## src/common/vrcm_consts.svh

```systemverilog
// Purpose: Constants of the volume ramp and clock monitor block
// Assumes: 200 MHz system clock
// Notes:   Field ranges are written as msb:lsb for part selects
`ifndef VRCM_CONSTS_SVH
`define VRCM_CONSTS_SVH

`define VRCM_ADDR_RATIO_HI  8'h37
`define VRCM_ADDR_RATIO_LO  8'h38
`define VRCM_ADDR_STATUS    8'h39
`define VRCM_ADDR_VOLUME    8'h4C
`define VRCM_ADDR_RAMP      8'h4E
`define VRCM_ADDR_EMERG     8'h4F

`define VRCM_RST_VOLUME     8'h30
`define VRCM_RST_RAMP       8'h33
`define VRCM_RST_EMERG      8'h30
`define VRCM_RST_BYTE       8'h00

`define VRCM_F_DN_RATE      7:6
`define VRCM_F_DN_STEP      5:4
`define VRCM_F_UP_RATE      3:2
`define VRCM_F_UP_STEP      1:0
`define VRCM_F_STAT_RSV     7:6
`define VRCM_F_RATIO_HI     5:4
`define VRCM_F_RATIO_TOP    9:8
`define VRCM_F_RATIO_LOW    7:0

`define VRCM_ST_RATE_ERR    5
`define VRCM_ST_PLL_OVER    4
`define VRCM_ST_PLL_LOCK    3
`define VRCM_ST_BCK_MISS    2
`define VRCM_ST_BCK_VALID   1
`define VRCM_ST_FS_ERR      0

`define VRCM_RATIO_MIN      10'h020
`define VRCM_RATIO_MAX      10'h200
`define VRCM_RATIO_SAT      10'h3FF
`define VRCM_VOL_MUTE       8'hFF
`define VRCM_FS_AUTO        4'h0
`define VRCM_FS_ERROR       4'h0
`define VRCM_RATE_INSTANT   2'h3

`define VRCM_CLK_MHZ        200
`define VRCM_MISS_NS        2000
`define VRCM_MISS_CYC       9'(((`VRCM_MISS_NS) * (`VRCM_CLK_MHZ)) / 1000)

`define VRCM_MANT_FRAC      15
`define VRCM_GAIN_BOOST     4
`define VRCM_STEPS_PER_6DB  12

`endif

```

## src/common/vrcm_pkg.sv

```systemverilog
// Purpose: Types shared by the volume ramp and clock monitor block
// Assumes: 24-bit stereo samples
// Notes:   Constants live in vrcm_consts.svh
package vrcm_pkg;
	typedef enum logic [3:0] {
		VRCM_IDLE  = 4'h1,
		VRCM_DOWN  = 4'h2,
		VRCM_UP    = 4'h4,
		VRCM_EMERG = 4'h8
	} vrcm_state_e;

	typedef struct packed {
		logic               valid;
		logic signed [23:0] left;
		logic signed [23:0] right;
	} vrcm_sample_s;

	typedef struct packed {
		logic [7:0] addr;
		logic [7:0] wdata;
		logic       write;
		logic       read;
	} vrcm_reg_req_s;
endpackage

```

## src/verilog/vrcm_top.sv

```systemverilog
// Purpose: Master volume with soft ramping and bit-clock monitor
// Assumes: Host register port on sys_clk, audio pins asynchronous
// Notes:   Gain index 0 is loudest, all ones is mute
//
// Contract
// - Ratio low byte readable, read-only
// - Valid only stable and 32 to 512
// - Bit 5 flags bit clock rate error
// - Bit 4 flags PLL overrate
// - Bit 3 lock, unlocked when PLL disabled
// - Bit 2 flags missing bit clock
// - Bit 0 rate invalid or mismatch
// - Rate error shows despite ignore setting
// - One volume code for both channels
// - Half-dB steps, 0x30 unity gain
// - All-ones volume code mutes fully
// - Down rate 1/2/4 periods or instant
// - Down step 4/2/1/0.5 dB
// - Up rate 1/2/4 periods or instant
// - Up step 4/2/1/0.5 dB
// - Emergency ramp down uses own fields
// - Ratio top two bits readable
`timescale 1ns/10ps
`include "vrcm_consts.svh"
module vrcm_top (
	input  wire logic                   sys_clk,
	input  wire logic                   reset,
	input  wire vrcm_pkg::vrcm_reg_req_s reg_req,
	output logic [7:0]                  reg_rdata,
	input  wire logic                   serial_bit_clock,
	input  wire logic                   frame_clock,
	input  wire logic                   pll_enable,
	input  wire logic                   pll_locked,
	input  wire logic                   pll_overrate,
	input  wire logic                   power_loss,
	input  wire logic [3:0]             fs_mode,
	input  wire logic [3:0]             fs_detected,
	input  wire logic                   fs_err_ignore,
	input  wire vrcm_pkg::vrcm_sample_s  sample_in,
	output vrcm_pkg::vrcm_sample_s      sample_out,
	output logic                        emergency_active
);
	import vrcm_pkg::*;

	function automatic logic [1:0] rate_mask(input logic [1:0] rate);
		case (rate)
			2'h0:    rate_mask = 2'h0;
			2'h1:    rate_mask = 2'h1;
			default: rate_mask = 2'h3;
		endcase
	endfunction

	function automatic logic [8:0] step_size(input logic [1:0] code);
		case (code)
			2'h0:    step_size = 9'h008;
			2'h1:    step_size = 9'h004;
			2'h2:    step_size = 9'h002;
			default: step_size = 9'h001;
		endcase
	endfunction

	// Pin synchronisers
	logic [5:0] pins_s;
	logic       bck_s, frm_s, pll_en_s, pll_lock_s, pll_over_s, pwr_loss_s;

	vrcm_sync2 #(.WIDTH(6)) u_sync (
		.sys_clk  (sys_clk),
		.reset    (reset),
		.async_in ({power_loss, pll_overrate, pll_locked, pll_enable,
		            frame_clock, serial_bit_clock}),
		.sync_out (pins_s)
	);
	assign {pwr_loss_s, pll_over_s, pll_lock_s, pll_en_s, frm_s, bck_s}
		= pins_s;

	// Bit clock monitor
	logic       bck_prev, frm_prev, next_bck_prev, next_frm_prev;
	logic [9:0] bck_cnt, ratio, next_bck_cnt, next_ratio;
	logic       stable, next_stable;
	logic [8:0] miss_cnt, next_miss_cnt;
	logic [5:0] flags, next_flags;
	logic       bck_rise, frame_tick, missing, ratio_ok;

	assign bck_rise   = bck_s & ~bck_prev;
	assign frame_tick = frm_s & ~frm_prev;
	assign missing    = miss_cnt == `VRCM_MISS_CYC;
	assign ratio_ok   = ratio >= `VRCM_RATIO_MIN && ratio <= `VRCM_RATIO_MAX;

	always_comb begin
		next_bck_prev = bck_s;
		next_frm_prev = frm_s;
		next_bck_cnt  = bck_cnt;
		next_ratio    = ratio;
		next_stable   = stable;
		next_miss_cnt = miss_cnt;
		if (bck_rise)
			next_miss_cnt = '0;
		else if (!missing)
			next_miss_cnt = miss_cnt + 9'h001;
		if (frame_tick) begin
			next_ratio   = bck_cnt;
			next_stable  = bck_cnt == ratio;
			next_bck_cnt = {9'h000, bck_rise};
		end else if (bck_rise && bck_cnt != `VRCM_RATIO_SAT) begin
			next_bck_cnt = bck_cnt + 10'h001;
		end
		next_flags = '0;
		next_flags[`VRCM_ST_RATE_ERR] = !missing && !ratio_ok;
		next_flags[`VRCM_ST_PLL_OVER] = pll_over_s;
		next_flags[`VRCM_ST_PLL_LOCK] = pll_en_s && pll_lock_s;
		next_flags[`VRCM_ST_BCK_MISS] = missing;
		next_flags[`VRCM_ST_BCK_VALID] = stable && ratio_ok && !missing;
		if (fs_mode == `VRCM_FS_AUTO)
			next_flags[`VRCM_ST_FS_ERR] = fs_detected == `VRCM_FS_ERROR;
		else
			next_flags[`VRCM_ST_FS_ERR] = fs_detected != fs_mode;
	end

	always_ff @(posedge sys_clk) begin
		if (reset) begin
			bck_prev <= 1'b0;
			frm_prev <= 1'b0;
			bck_cnt  <= '0;
			ratio    <= '0;
			stable   <= 1'b0;
			miss_cnt <= '0;
			flags    <= '0;
		end else begin
			bck_prev <= next_bck_prev;
			frm_prev <= next_frm_prev;
			bck_cnt  <= next_bck_cnt;
			ratio    <= next_ratio;
			stable   <= next_stable;
			miss_cnt <= next_miss_cnt;
			flags    <= next_flags;
		end
	end

	// Register file
	logic [7:0] volume, ramp_ctl, emerg_ctl, next_volume, next_ramp_ctl;
	logic [7:0] next_emerg_ctl, next_reg_rdata;
	logic [1:0] stat_rsv, next_stat_rsv;
	logic       wr;

	assign wr = reg_req.write;

	always_comb begin
		next_volume    = volume;
		next_ramp_ctl  = ramp_ctl;
		next_emerg_ctl = emerg_ctl;
		next_stat_rsv  = stat_rsv;
		next_reg_rdata = reg_rdata;
		if (wr) begin
			case (reg_req.addr)
				`VRCM_ADDR_VOLUME: next_volume    = reg_req.wdata;
				`VRCM_ADDR_RAMP:   next_ramp_ctl  = reg_req.wdata;
				`VRCM_ADDR_EMERG:  next_emerg_ctl = reg_req.wdata;
				`VRCM_ADDR_STATUS:
					next_stat_rsv = reg_req.wdata[`VRCM_F_STAT_RSV];
				default: ;
			endcase
		end
		if (reg_req.read) begin
			next_reg_rdata = `VRCM_RST_BYTE;
			case (reg_req.addr)
				`VRCM_ADDR_RATIO_HI:
					next_reg_rdata[`VRCM_F_RATIO_HI] = ratio[`VRCM_F_RATIO_TOP];
				`VRCM_ADDR_RATIO_LO: next_reg_rdata = ratio[`VRCM_F_RATIO_LOW];
				`VRCM_ADDR_STATUS:   next_reg_rdata = {stat_rsv, flags};
				`VRCM_ADDR_VOLUME:   next_reg_rdata = volume;
				`VRCM_ADDR_RAMP:     next_reg_rdata = ramp_ctl;
				`VRCM_ADDR_EMERG:    next_reg_rdata = emerg_ctl;
				default: ;
			endcase
		end
	end

	always_ff @(posedge sys_clk) begin
		if (reset) begin
			volume    <= `VRCM_RST_VOLUME;
			ramp_ctl  <= `VRCM_RST_RAMP;
			emerg_ctl <= `VRCM_RST_EMERG;
			stat_rsv  <= '0;
			reg_rdata <= `VRCM_RST_BYTE;
		end else begin
			volume    <= next_volume;
			ramp_ctl  <= next_ramp_ctl;
			emerg_ctl <= next_emerg_ctl;
			stat_rsv  <= next_stat_rsv;
			reg_rdata <= next_reg_rdata;
		end
	end

	// Ramp engine
	vrcm_state_e state, next_state;
	logic [7:0]  cur, next_cur, target;
	logic [1:0]  div_cnt, next_div_cnt, rate, step_code;
	logic        clock_err, tick, next_emergency;
	logic [8:0]  sum, diff;

	assign clock_err = flags[`VRCM_ST_BCK_MISS] || !flags[`VRCM_ST_BCK_VALID]
		|| (flags[`VRCM_ST_FS_ERR] && !fs_err_ignore) || pwr_loss_s;
	assign target = (state == VRCM_EMERG) ? `VRCM_VOL_MUTE : volume;

	always_comb begin
		case (state)
			VRCM_EMERG: begin
				rate      = emerg_ctl[`VRCM_F_DN_RATE];
				step_code = emerg_ctl[`VRCM_F_DN_STEP];
			end
			VRCM_UP: begin
				rate      = ramp_ctl[`VRCM_F_UP_RATE];
				step_code = ramp_ctl[`VRCM_F_UP_STEP];
			end
			default: begin
				rate      = ramp_ctl[`VRCM_F_DN_RATE];
				step_code = ramp_ctl[`VRCM_F_DN_STEP];
			end
		endcase
	end

	assign tick = frame_tick && ((div_cnt & rate_mask(rate)) == 2'h0);
	assign sum  = {1'b0, cur} + step_size(step_code);
	assign diff = {1'b0, cur} - step_size(step_code);

	always_comb begin
		next_state   = state;
		next_cur     = cur;
		next_div_cnt = frame_tick ? div_cnt + 2'h1 : div_cnt;
		case (state)
			VRCM_IDLE: begin
				next_div_cnt = '0;
				if (clock_err)
					next_state = VRCM_EMERG;
				else if (cur < target)
					next_state = VRCM_DOWN;
				else if (cur > target)
					next_state = VRCM_UP;
			end
			VRCM_DOWN, VRCM_EMERG: begin
				if (rate == `VRCM_RATE_INSTANT)
					next_cur = target;
				else if (tick)
					next_cur = (sum >= {1'b0, target}) ? target : sum[7:0];
				if (state == VRCM_DOWN && clock_err)
					next_state = VRCM_EMERG;
				else if (state == VRCM_EMERG && !clock_err)
					next_state = VRCM_IDLE;
				else if (state == VRCM_DOWN && next_cur == target)
					next_state = VRCM_IDLE;
			end
			VRCM_UP: begin
				if (rate == `VRCM_RATE_INSTANT)
					next_cur = target;
				else if (tick)
					next_cur = (diff[8] || diff[7:0] <= target)
						? target : diff[7:0];
				if (clock_err)
					next_state = VRCM_EMERG;
				else if (next_cur == target)
					next_state = VRCM_IDLE;
			end
			default: next_state = VRCM_IDLE;
		endcase
		next_emergency = next_state == VRCM_EMERG;
	end

	always_ff @(posedge sys_clk) begin
		if (reset) begin
			state            <= VRCM_IDLE;
			cur              <= `VRCM_RST_VOLUME;
			div_cnt          <= '0;
			emergency_active <= 1'b0;
		end else begin
			state            <= next_state;
			cur              <= next_cur;
			div_cnt          <= next_div_cnt;
			emergency_active <= next_emergency;
		end
	end

	vrcm_gain_apply u_gain (
		.sys_clk    (sys_clk),
		.reset      (reset),
		.gain_idx   (cur),
		.sample_in  (sample_in),
		.sample_out (sample_out)
	);

	property p_ratio_read;
		@(posedge sys_clk) disable iff (reset)
		reg_req.read && reg_req.addr == `VRCM_ADDR_RATIO_LO
		|=> reg_rdata == $past(ratio[7:0]);
	endproperty
	a_ratio_read: assert property (p_ratio_read)
		else $error("ratio low byte read wrong");

	property p_valid_range;
		@(posedge sys_clk) disable iff (reset)
		flags[`VRCM_ST_BCK_VALID] |-> $past(ratio) >= `VRCM_RATIO_MIN
		&& $past(ratio) <= `VRCM_RATIO_MAX && $past(stable);
	endproperty
	a_valid_range: assert property (p_valid_range)
		else $error("bit clock valid outside range");

	property p_rate_err;
		@(posedge sys_clk) disable iff (reset)
		flags[`VRCM_ST_RATE_ERR] |-> !flags[`VRCM_ST_BCK_VALID];
	endproperty
	a_rate_err: assert property (p_rate_err)
		else $error("rate error with valid clock");

	property p_lock_disabled;
		@(posedge sys_clk) disable iff (reset)
		!pll_en_s |=> !flags[`VRCM_ST_PLL_LOCK];
	endproperty
	a_lock_disabled: assert property (p_lock_disabled)
		else $error("lock shown while PLL disabled");

	property p_down_instant;
		@(posedge sys_clk) disable iff (reset)
		state == VRCM_DOWN && rate == `VRCM_RATE_INSTANT
		|=> cur == $past(target);
	endproperty
	a_down_instant: assert property (p_down_instant)
		else $error("instant down did not jump");

	property p_down_step;
		@(posedge sys_clk) disable iff (reset)
		state == VRCM_DOWN && rate != `VRCM_RATE_INSTANT && !tick
		|=> $stable(cur);
	endproperty
	a_down_step: assert property (p_down_step)
		else $error("gain moved between updates");

	property p_no_overshoot;
		@(posedge sys_clk) disable iff (reset)
		state == VRCM_UP |=> cur >= $past(target);
	endproperty
	a_no_overshoot: assert property (p_no_overshoot)
		else $error("ramp up overshot target");

	property p_emerg_entry;
		@(posedge sys_clk) disable iff (reset)
		$rose(pwr_loss_s) |-> ##[1:2] state == VRCM_EMERG;
	endproperty
	a_emerg_entry: assert property (p_emerg_entry)
		else $error("power loss did not start emergency ramp");
endmodule

```

## src/verilog/vrcm_sync2.sv

```systemverilog
// Purpose: Two-flop synchroniser for a group of pin levels
// Assumes: Inputs are asynchronous levels
// Notes:   First stage feeds only the second stage
`timescale 1ns/10ps
module vrcm_sync2 #(
	parameter int WIDTH = 6
) (
	input  wire logic             sys_clk,
	input  wire logic             reset,
	input  wire logic [WIDTH-1:0] async_in,
	output logic      [WIDTH-1:0] sync_out
);
	logic [WIDTH-1:0] stage1;

	genvar i;
	generate
		for (i = 0; i < WIDTH; i++) begin : g_bit
			always_ff @(posedge sys_clk) begin
				if (reset) begin
					stage1[i]   <= 1'b0;
					sync_out[i] <= 1'b0;
				end else begin
					stage1[i]   <= async_in[i];
					sync_out[i] <= stage1[i];
				end
			end
		end
	endgenerate
endmodule

```

## src/verilog/vrcm_gain_apply.sv

```systemverilog
// Purpose: Scales both channels by a half-dB gain index
// Assumes: Index 0 is +24 dB, all ones is mute
// Notes:   One cycle latency, saturating output
`timescale 1ns/10ps
`include "vrcm_consts.svh"
module vrcm_gain_apply (
	input  wire logic                  sys_clk,
	input  wire logic                  reset,
	input  wire logic [7:0]            gain_idx,
	input  wire vrcm_pkg::vrcm_sample_s sample_in,
	output vrcm_pkg::vrcm_sample_s     sample_out
);
	import vrcm_pkg::*;

	vrcm_sample_s next_sample_out;
	logic [3:0]   frac;
	logic [4:0]   octave;

	// Mantissa of 10^(-k/40) in Q15 for each half-dB step
	function automatic logic [15:0] mantissa(input logic [3:0] k);
		case (k)
			4'h0: mantissa = 16'h8000;
			4'h1: mantissa = 16'h78D7;
			4'h2: mantissa = 16'h7215;
			4'h3: mantissa = 16'h6BB3;
			4'h4: mantissa = 16'h65AD;
			4'h5: mantissa = 16'h5FFD;
			4'h6: mantissa = 16'h5A9E;
			4'h7: mantissa = 16'h558C;
			4'h8: mantissa = 16'h50C3;
			4'h9: mantissa = 16'h4C3F;
			4'hA: mantissa = 16'h47FB;
			4'hB: mantissa = 16'h43F4;
			default: mantissa = 16'h0000;
		endcase
	endfunction

	function automatic logic signed [23:0] scale(
		input logic signed [23:0] s,
		input logic [3:0]         k,
		input logic [4:0]         oct
	);
		logic signed [40:0] prod;
		logic signed [40:0] shifted;
		prod    = 41'(s * $signed({1'b0, mantissa(k)}));
		shifted = prod >>> (`VRCM_MANT_FRAC - `VRCM_GAIN_BOOST + oct);
		if (shifted > 41'sh0007FFFFF)
			scale = 24'sh7FFFFF;
		else if (shifted < -41'sh000800000)
			scale = -24'sh800000;
		else
			scale = shifted[23:0];
	endfunction

	assign frac   = 4'(gain_idx % `VRCM_STEPS_PER_6DB);
	assign octave = 5'(gain_idx / `VRCM_STEPS_PER_6DB);

	always_comb begin
		next_sample_out.valid = sample_in.valid;
		if (gain_idx == `VRCM_VOL_MUTE) begin
			next_sample_out.left  = '0;
			next_sample_out.right = '0;
		end else begin
			next_sample_out.left  = scale(sample_in.left, frac, octave);
			next_sample_out.right = scale(sample_in.right, frac, octave);
		end
	end

	always_ff @(posedge sys_clk) begin
		if (reset)
			sample_out <= '0;
		else
			sample_out <= next_sample_out;
	end

	property p_mute_zero;
		@(posedge sys_clk) disable iff (reset)
		gain_idx == `VRCM_VOL_MUTE |=> sample_out.left == 0 && sample_out.right == 0;
	endproperty
	a_mute_zero: assert property (p_mute_zero)
		else $error("mute code did not silence output");
endmodule

```

## config.mk

```make
export PLATFORM = sky130hd
export DESIGN_NAME = vrcm_top
export DESIGN_NICKNAME = d
export VERILOG_FILES = /design/src/common/vrcm_pkg.sv /design/src/verilog/vrcm_top.sv /design/src/verilog/vrcm_sync2.sv /design/src/verilog/vrcm_gain_apply.sv
export VERILOG_INCLUDE_DIRS = /design/src /design/src/common
export SDC_FILE = /design/constraint.sdc
export NUM_CORES = 2
export LEC_CHECK = 0
export ABC_AREA = 1
export BUFFER_PORTS_ARGS = -buffer_cell sky130_fd_sc_hd__buf_4
export CAP_MARGIN = 20
export CORE_MARGIN = 1
export CORE_UTILIZATION = 60
export DETAILED_ROUTE_END_ITERATION = 8
export PLACE_DENSITY = 0.8
export SYNTH_ARGS = -nofsm -noshare
export SYNTH_HDL_FRONTEND = slang
export SYNTH_HIERARCHICAL = 1
export SYNTH_SLANG_ARGS = --single-unit
```

## constraint.sdc

```tcl
create_clock -name sys_clk -period 10.17 [get_ports sys_clk]
set_clock_uncertainty 0.15 [all_clocks]
set_input_delay 0.5085 -clock sys_clk [delete_from_list [all_inputs] [get_ports sys_clk]]
set_output_delay 0.5085 -clock sys_clk [all_outputs]
set_load 0.1 [all_outputs]
```

# Yosys cells after proc, flatten, opt, wreduce, memory -nomap -nowiden
# Memory sizes are Yosys's and may differ from the RTL's.
# Index checks and enable logic that the tools add are counted.
# classes
mux	35
div	2
n_mul	2
shifts	2
add_sub_neg	6
bitwise	5
eq_ne	22
n_reduce_logical	38
magnitude_cmp	10
# ops
cell	n
41-bit by 24-bit greater-than comparator with 1-bit output, second input constant	2
41-bit by 24-bit less-than comparator with 1-bit output, second input constant	2
24-bit by 17-bit multiplier with 41-bit output	2
41-bit by 32-bit >>> shifter with 41-bit output	2
8-bit two-way mux	9
24-bit two-way mux	2
23-bit two-way mux	2
8-bit by 4-bit divider with 32-bit output, second input constant	1
8-bit by 4-bit modulo with 32-bit output, second input constant	1
16-bit two-way mux	2
4-bit two-way mux	8
8-bit by 6-bit == test with 1-bit output, second input constant	3
8-bit by 7-bit == test with 1-bit output, second input constant	3
4-bit case mux with 3 select lines	2
4-bit case mux with 5 select lines	1
8-bit == test	2
8-bit case mux with 2 select lines	1
2-bit case mux with 2 select lines	3
2-bit case mux with 6 select lines	1
1-bit logical AND	11
10-bit by 1-bit adder with 10-bit output, second input constant	1
10-bit == test	1
10-bit by 6-bit >= comparator with 1-bit output, second input constant	1
10-bit <= comparator, second input constant	1
32 further kinds	58
# totals
out_inout_bits	58
n_memories	2
word_cells	158
rom_bits	512
inputBits	84
register_bits	148
# memory_table
memory	words	width	read_ports	rd_ports_with_merged_regs	write_ports	line	source
(name not given)	16	16	1	0	0	vrcm_gain_apply.sv:21	case (k)
(name not given)	16	16	1	0	0	vrcm_gain_apply.sv:21	

# Longest topological paths before layout
# logic_depth
depth_word	17
depth_mapped	71

# Modules after synthesis
# The synthesis kept the hierarchy.
# by_module_without_submodules
mod	instances	area_per_inst_um2	cells_each	seq_area_each_um2
vrcm_gain_apply	1	36924.2	5248	980.9
vrcm_top	1	5878.1	895	1741.7
vrcm_sync2	1	341.6	37	240.2

# Worst setup path before layout
# Ideal clock, no wire load.
# synth_path
path_type	reg-to-reg
from	register cur[6]
to	register, netlist name u_gain/sample_out[26]
arrival_ns	9.848
path_stages_with_launch	60
t_required_ns	9.877
n_path_buf	6
setup_slack_ns	0.029
path_cell_list	dfxtp_1 clkbuf_1 ha_1 inv_1 nand2_1 nand2_1 nand3_2 nand2_1 nand2_1 nor2_2 nand2_2 nand2_1 nand3_2 nand3_2 nand2_2 nand3_2 buf_4 buf_6 [... 24 more ...] nand2_1 nand2_1 nand3_1 xnor2_4 clkinv_1 nand2_1 nand3_1 nand3_1 nand2_1 nor2_1 nand3_1 a21oi_1 nand3_1 nor3_2 nand2_2 nand3_4 buf_6 a21oi_2
# synth_between
elab_chain_len	8
word_cells_on_any_way	13
cone_classes	add/sub (1); mul (1); div (2); order compare (2); eq/ne (1); shift (1); mux (3); reduce/logical (1); memory (1)
# synth_lines
element	line	source
from (decl)	vrcm_top.sv:196	logic [7:0] cur, next_cur, target;
from (signal assigned)	vrcm_top.sv:271	cur <= `VRCM_RST_VOLUME;
from (signal assigned)	vrcm_top.sv:276	cur <= next_cur;
8-bit by 4-bit modulo with 32-bit output (no line)	-	
memory read 16 x 16 bit	-	
16-bit two-way mux	vrcm_gain_apply.sv:60	if (gain_idx == `VRCM_VOL_MUTE) begin
24-bit by 17-bit multiplier with 41-bit output	vrcm_gain_apply.sv:45	prod = 41'(s * $signed({1'b0, mantissa(k)}));
41-bit by 32-bit >>> shifter with 41-bit output	vrcm_gain_apply.sv:46	shifted = prod >>> (`VRCM_MANT_FRAC - `VRCM_GAIN_BOOST + oct);
41-bit by 24-bit less-than comparator with 1-bit output	vrcm_gain_apply.sv:49	else if (shifted < -41'sh000800000)
24-bit two-way mux	vrcm_gain_apply.sv:49	
23-bit two-way mux	vrcm_gain_apply.sv:47	if (shifted > 41'sh0007FFFFF)
# Parallel ways exist; a longest one is shown, timed or not. The select of a mux whose other input is x is not followed.
# A chain may end at the register's enable or synchronous reset.

# Final worst setup path
# layout_path
from	register cur[7]
to	register, netlist name u_gain/sample_out[13]
# layout_between
elab_chain_len	8
word_cells_on_any_way	13
cone_classes	add/sub (1); mul (1); div (2); order compare (2); eq/ne (1); shift (1); mux (3); reduce/logical (1); memory (1)
# layout_lines
element	line
8-bit by 4-bit modulo with 32-bit output (no line)	-
memory read 16 x 16 bit	-
16-bit two-way mux	vrcm_gain_apply.sv:60
24-bit by 17-bit multiplier with 41-bit output	vrcm_gain_apply.sv:45
41-bit by 32-bit >>> shifter with 41-bit output	vrcm_gain_apply.sv:46
41-bit by 24-bit less-than comparator with 1-bit output	vrcm_gain_apply.sv:49
24-bit two-way mux	vrcm_gain_apply.sv:49
23-bit two-way mux	vrcm_gain_apply.sv:47
# Parallel ways exist; a longest one is shown, timed or not. The select of a mux whose other input is x is not followed.

==> qor.txt <==
syn nets = 7,267
IO Port Bufs = 141
R2R Setup Slk = 0.08 ns
Pre-antenna DRT Iters = 8
largest net degree at the start of global routing = 100
Design Area, Final = 51,070 µm²
Synth Area in Compound Gates = 6.841%
H-tree depth = 4
outcome = completed
sequential share of the synthesized area = 6.867%
Crit. End Element = flip-flop
Skew-Pair Late Insertion Delay = 0.44 ns
Hold-fix buffers, CTS = 0
Final HPWL DP = 111.9 mm
HP Class = input pin to flip-flop
routed vias/inst = 5.723
routability cong. = 1.016
Root Buffer = clkbuf_16
Initial Util = 61.08%
largest family of logic cells by synthesized area = adder cells
EDFF count, synth = 0
top post-synthesis cells by area = fa_1, inv_1, nand2_1
initial antenna violation count = 2
clock transition at the registers of the reported paths = 0.07 ns
Synth Warn # = 6
routed len/inst = 18.79 µm
Cells after Synth = 6,180
Final Hold Vio Count = 0
cell taking the most area after synthesis = fa_1
RSZ-0062 raised after global routing = true
max cap viols = 0
final hold slack = 0.1210 ns
worst-margin pin slew = 1.012 ns
drt initial violations = 4,390
CP most frequent cell = nand2_1
io pins = 142
CP required = 10.31 ns
Commonest cells post-synth = inv_1, nand2_1, fa_1
Vias = 43,250
Worst Setup Start Kind = flip-flop
critical path's slowest cell = fa_1
clock sinks = 148
layout cells sized above 1 = 17.61%
Critical path destination = u_gain/sample_out[13]$_SDFF_PP0_
Reg2Reg Depth = 64
Slew Viols, Final = 0
Worst R2R Start = cur[7]$_SDFFE_PP0P_
Post-Syn Area per Cell = 6.981 µm²
Area growth syn-to-layout = 18.37%
Synth async-reset ratio = 0%
post-synthesis simple-gate area fraction = 27.37%
ys flop type = dfxtp_1
mux share of post-synthesis cell area = 0%
worst flop-to-flop path endpoint = u_gain/sample_out[13]$_SDFF_PP0_
DRC = 0
CTS tree = built
Final min period = 10.09 ns
most common cell in the synthesized netlist = inv_1
number of global-route vias before repair = 43,900
final setup vio count = 0
core area = 70,640 µm²
post-synth top area share = 35.08%
grt ovf = 0
final wirelength = 142.0 mm
Setup Crit Path Kind = flip-flop to flip-flop
synthesized area = 43,140 µm²
DIE WIDTH = 270.2 µm
Die Ht = 270.2 µm
first-pass GRT wire length = 222.6 mm
crit path max fanout = 15
worst path arrival time = 10.23 ns
cts bufs inserted = 17
Post-Synth XOR/XNOR Area = 1.871%
cell row count = 97
headroom to the max-slew limit = 32.44%
Critical Path Max Stage Delay = 0.58 ns
Yosys reg bits = 148
clk buf depth = 2
nets@finish = 7,691
fin crit share = 99.23%
total global-route track usage = 38.13%
Fmax = 99.09 MHz
sum of negative setup slack = 0 ns
placed cell area = 48,270 µm²
number of antenna diodes = 0
library cells used by synthesis = 58
die area = 72,980 µm²
CP startpoint = cur[7]$_SDFFE_PP0P_
Synth Area in Adders = 42.24%
number of routed nets with antenna violations = 0
==> cells in the final DEF (no fill, tap or decap), types with 20 or more instances in the layout <==
| cell | synthesis | final |
|---|---|---|
| a21oi_1 | 168 | 135 |
| fa_1 | 756 | 741 |
| inv_2 | 20 | 43 |
| ha_4 | 0 | 37 |
| nand3_2 | 6 | 72 |
| o21ai_1 | 22 | 47 |
| nand2_1 | 1314 | 1262 |
| o22ai_1 | 20 | 20 |
| ha_1 | 247 | 208 |
| nor2_1 | 696 | 607 |
| nor2_4 | 3 | 20 |
| o21ai_0 | 180 | 134 |
| a21oi_2 | 41 | 69 |
| inv_1 | 1350 | 1329 |
| xor2_1 | 69 | 58 |
| nor3_1 | 34 | 20 |
| buf_12 | 0 | 36 |
| nand3_1 | 572 | 504 |
| nand2_2 | 12 | 60 |
| nand4_1 | 109 | 109 |
| clkbuf_16 | 0 | 21 |
| nor2_2 | 7 | 79 |
| dfxtp_1 | 148 | 148 |
| buf_4 | 16 | 594 |
==> through the flow <==
step,util (%),std cells,worst slack (ns)
global route,72.30,7557,-0.4184
global placement,68.34,7495,-0.1489
floorplan,-,6180,0.02890
detailed placement,68.34,7495,-0.1458
CTS,69.26,7527,0.005683
finish,72.30,7557,0.07846
==> sequential cells by signal (all words and copies together) (netlist names), 4 cells and up <==
signal and cells:
state 4, flags 6, miss_cnt 9, ratio 10, volume 8, ramp_ctl 8, cur 8, emerg_ctl 8
reg_rdata 8, u_sync/sync_out 6, bck_cnt 10, u_gain/sample_out 49, u_sync/stage1 6
==> worst max-delay path, delay by kind of cell (launching register included) <==
family | cells | cell delay [ns]
adder cells (fa/ha/maj) | 8 | 3.71
AND/OR/NAND/NOR | 37 | 3.68
buffers and inverters | 16 | 1.72
flip-flops | 1 | 0.31
AO/OA/AOI/OAI | 2 | 0.24
XOR/XNOR | 1 | 0.18
==> layout make-up <==
| cell class | count | area (µm²) |
|---|---|---|
| Clock inverter | 15 | 180.2 |
| Multi-Input combinational cell | 4395 | 35610 |
| Clock buffer | 17 | 425.4 |
| Tap cell | 940 | 1176 |
| Timing Repair Buffer | 651 | 5487 |
| Fill cell | 5593 | 19570 |
| Inverter | 1391 | 5229 |
| Sequential cell | 148 | 2963 |
==> metal layers <==
metal  track usage [%]  wire (µm)
met3             5.103      11150
met5                 0          7
met4             20.05       9428
met2             65.34      68990
met1             46.81      52430
==> cell families (layout without fill, tap and decap cells) <==
group,count (synthesis),in the layout
xor+xnor,90,90
compound gates,510,510
buf+inv,1637,2074
simple gates,2792,2792
flops,148,148
fa+ha+maj,1003,1003
==> worst min-delay path by stage <==
stage	from	to	slack [ns]	cells after the start
after floorplan	u_sync/sync_out[4]$_SDFF_PP0_	flags[4]$_SDFF_PP0_	0.24	2
after global placement	u_sync/stage1[4]$_SDFF_PP0_	u_sync/sync_out[4]$_SDFF_PP0_	0.24	2
after detailed placement	u_sync/stage1[5]$_SDFF_PP0_	u_sync/sync_out[5]$_SDFF_PP0_	0.25	2
after CTS	serial_bit_clock	u_sync/stage1[0]$_SDFF_PP0_	0.11	3
after global routing	serial_bit_clock	u_sync/stage1[0]$_SDFF_PP0_	0.12	3
final	serial_bit_clock	u_sync/stage1[0]$_SDFF_PP0_	0.12	3
==> timing repair <==
action                     in CTS  in global routing
setup endpoints to repair      47                 47
cloned                          0                  4
gates resized for setup        16                466
pin swaps                       0                157
setup buffers                   0                 26
Power is not shown: default switching activity piles up to over one toggle a cycle in this logic, so the estimate is an artifact.
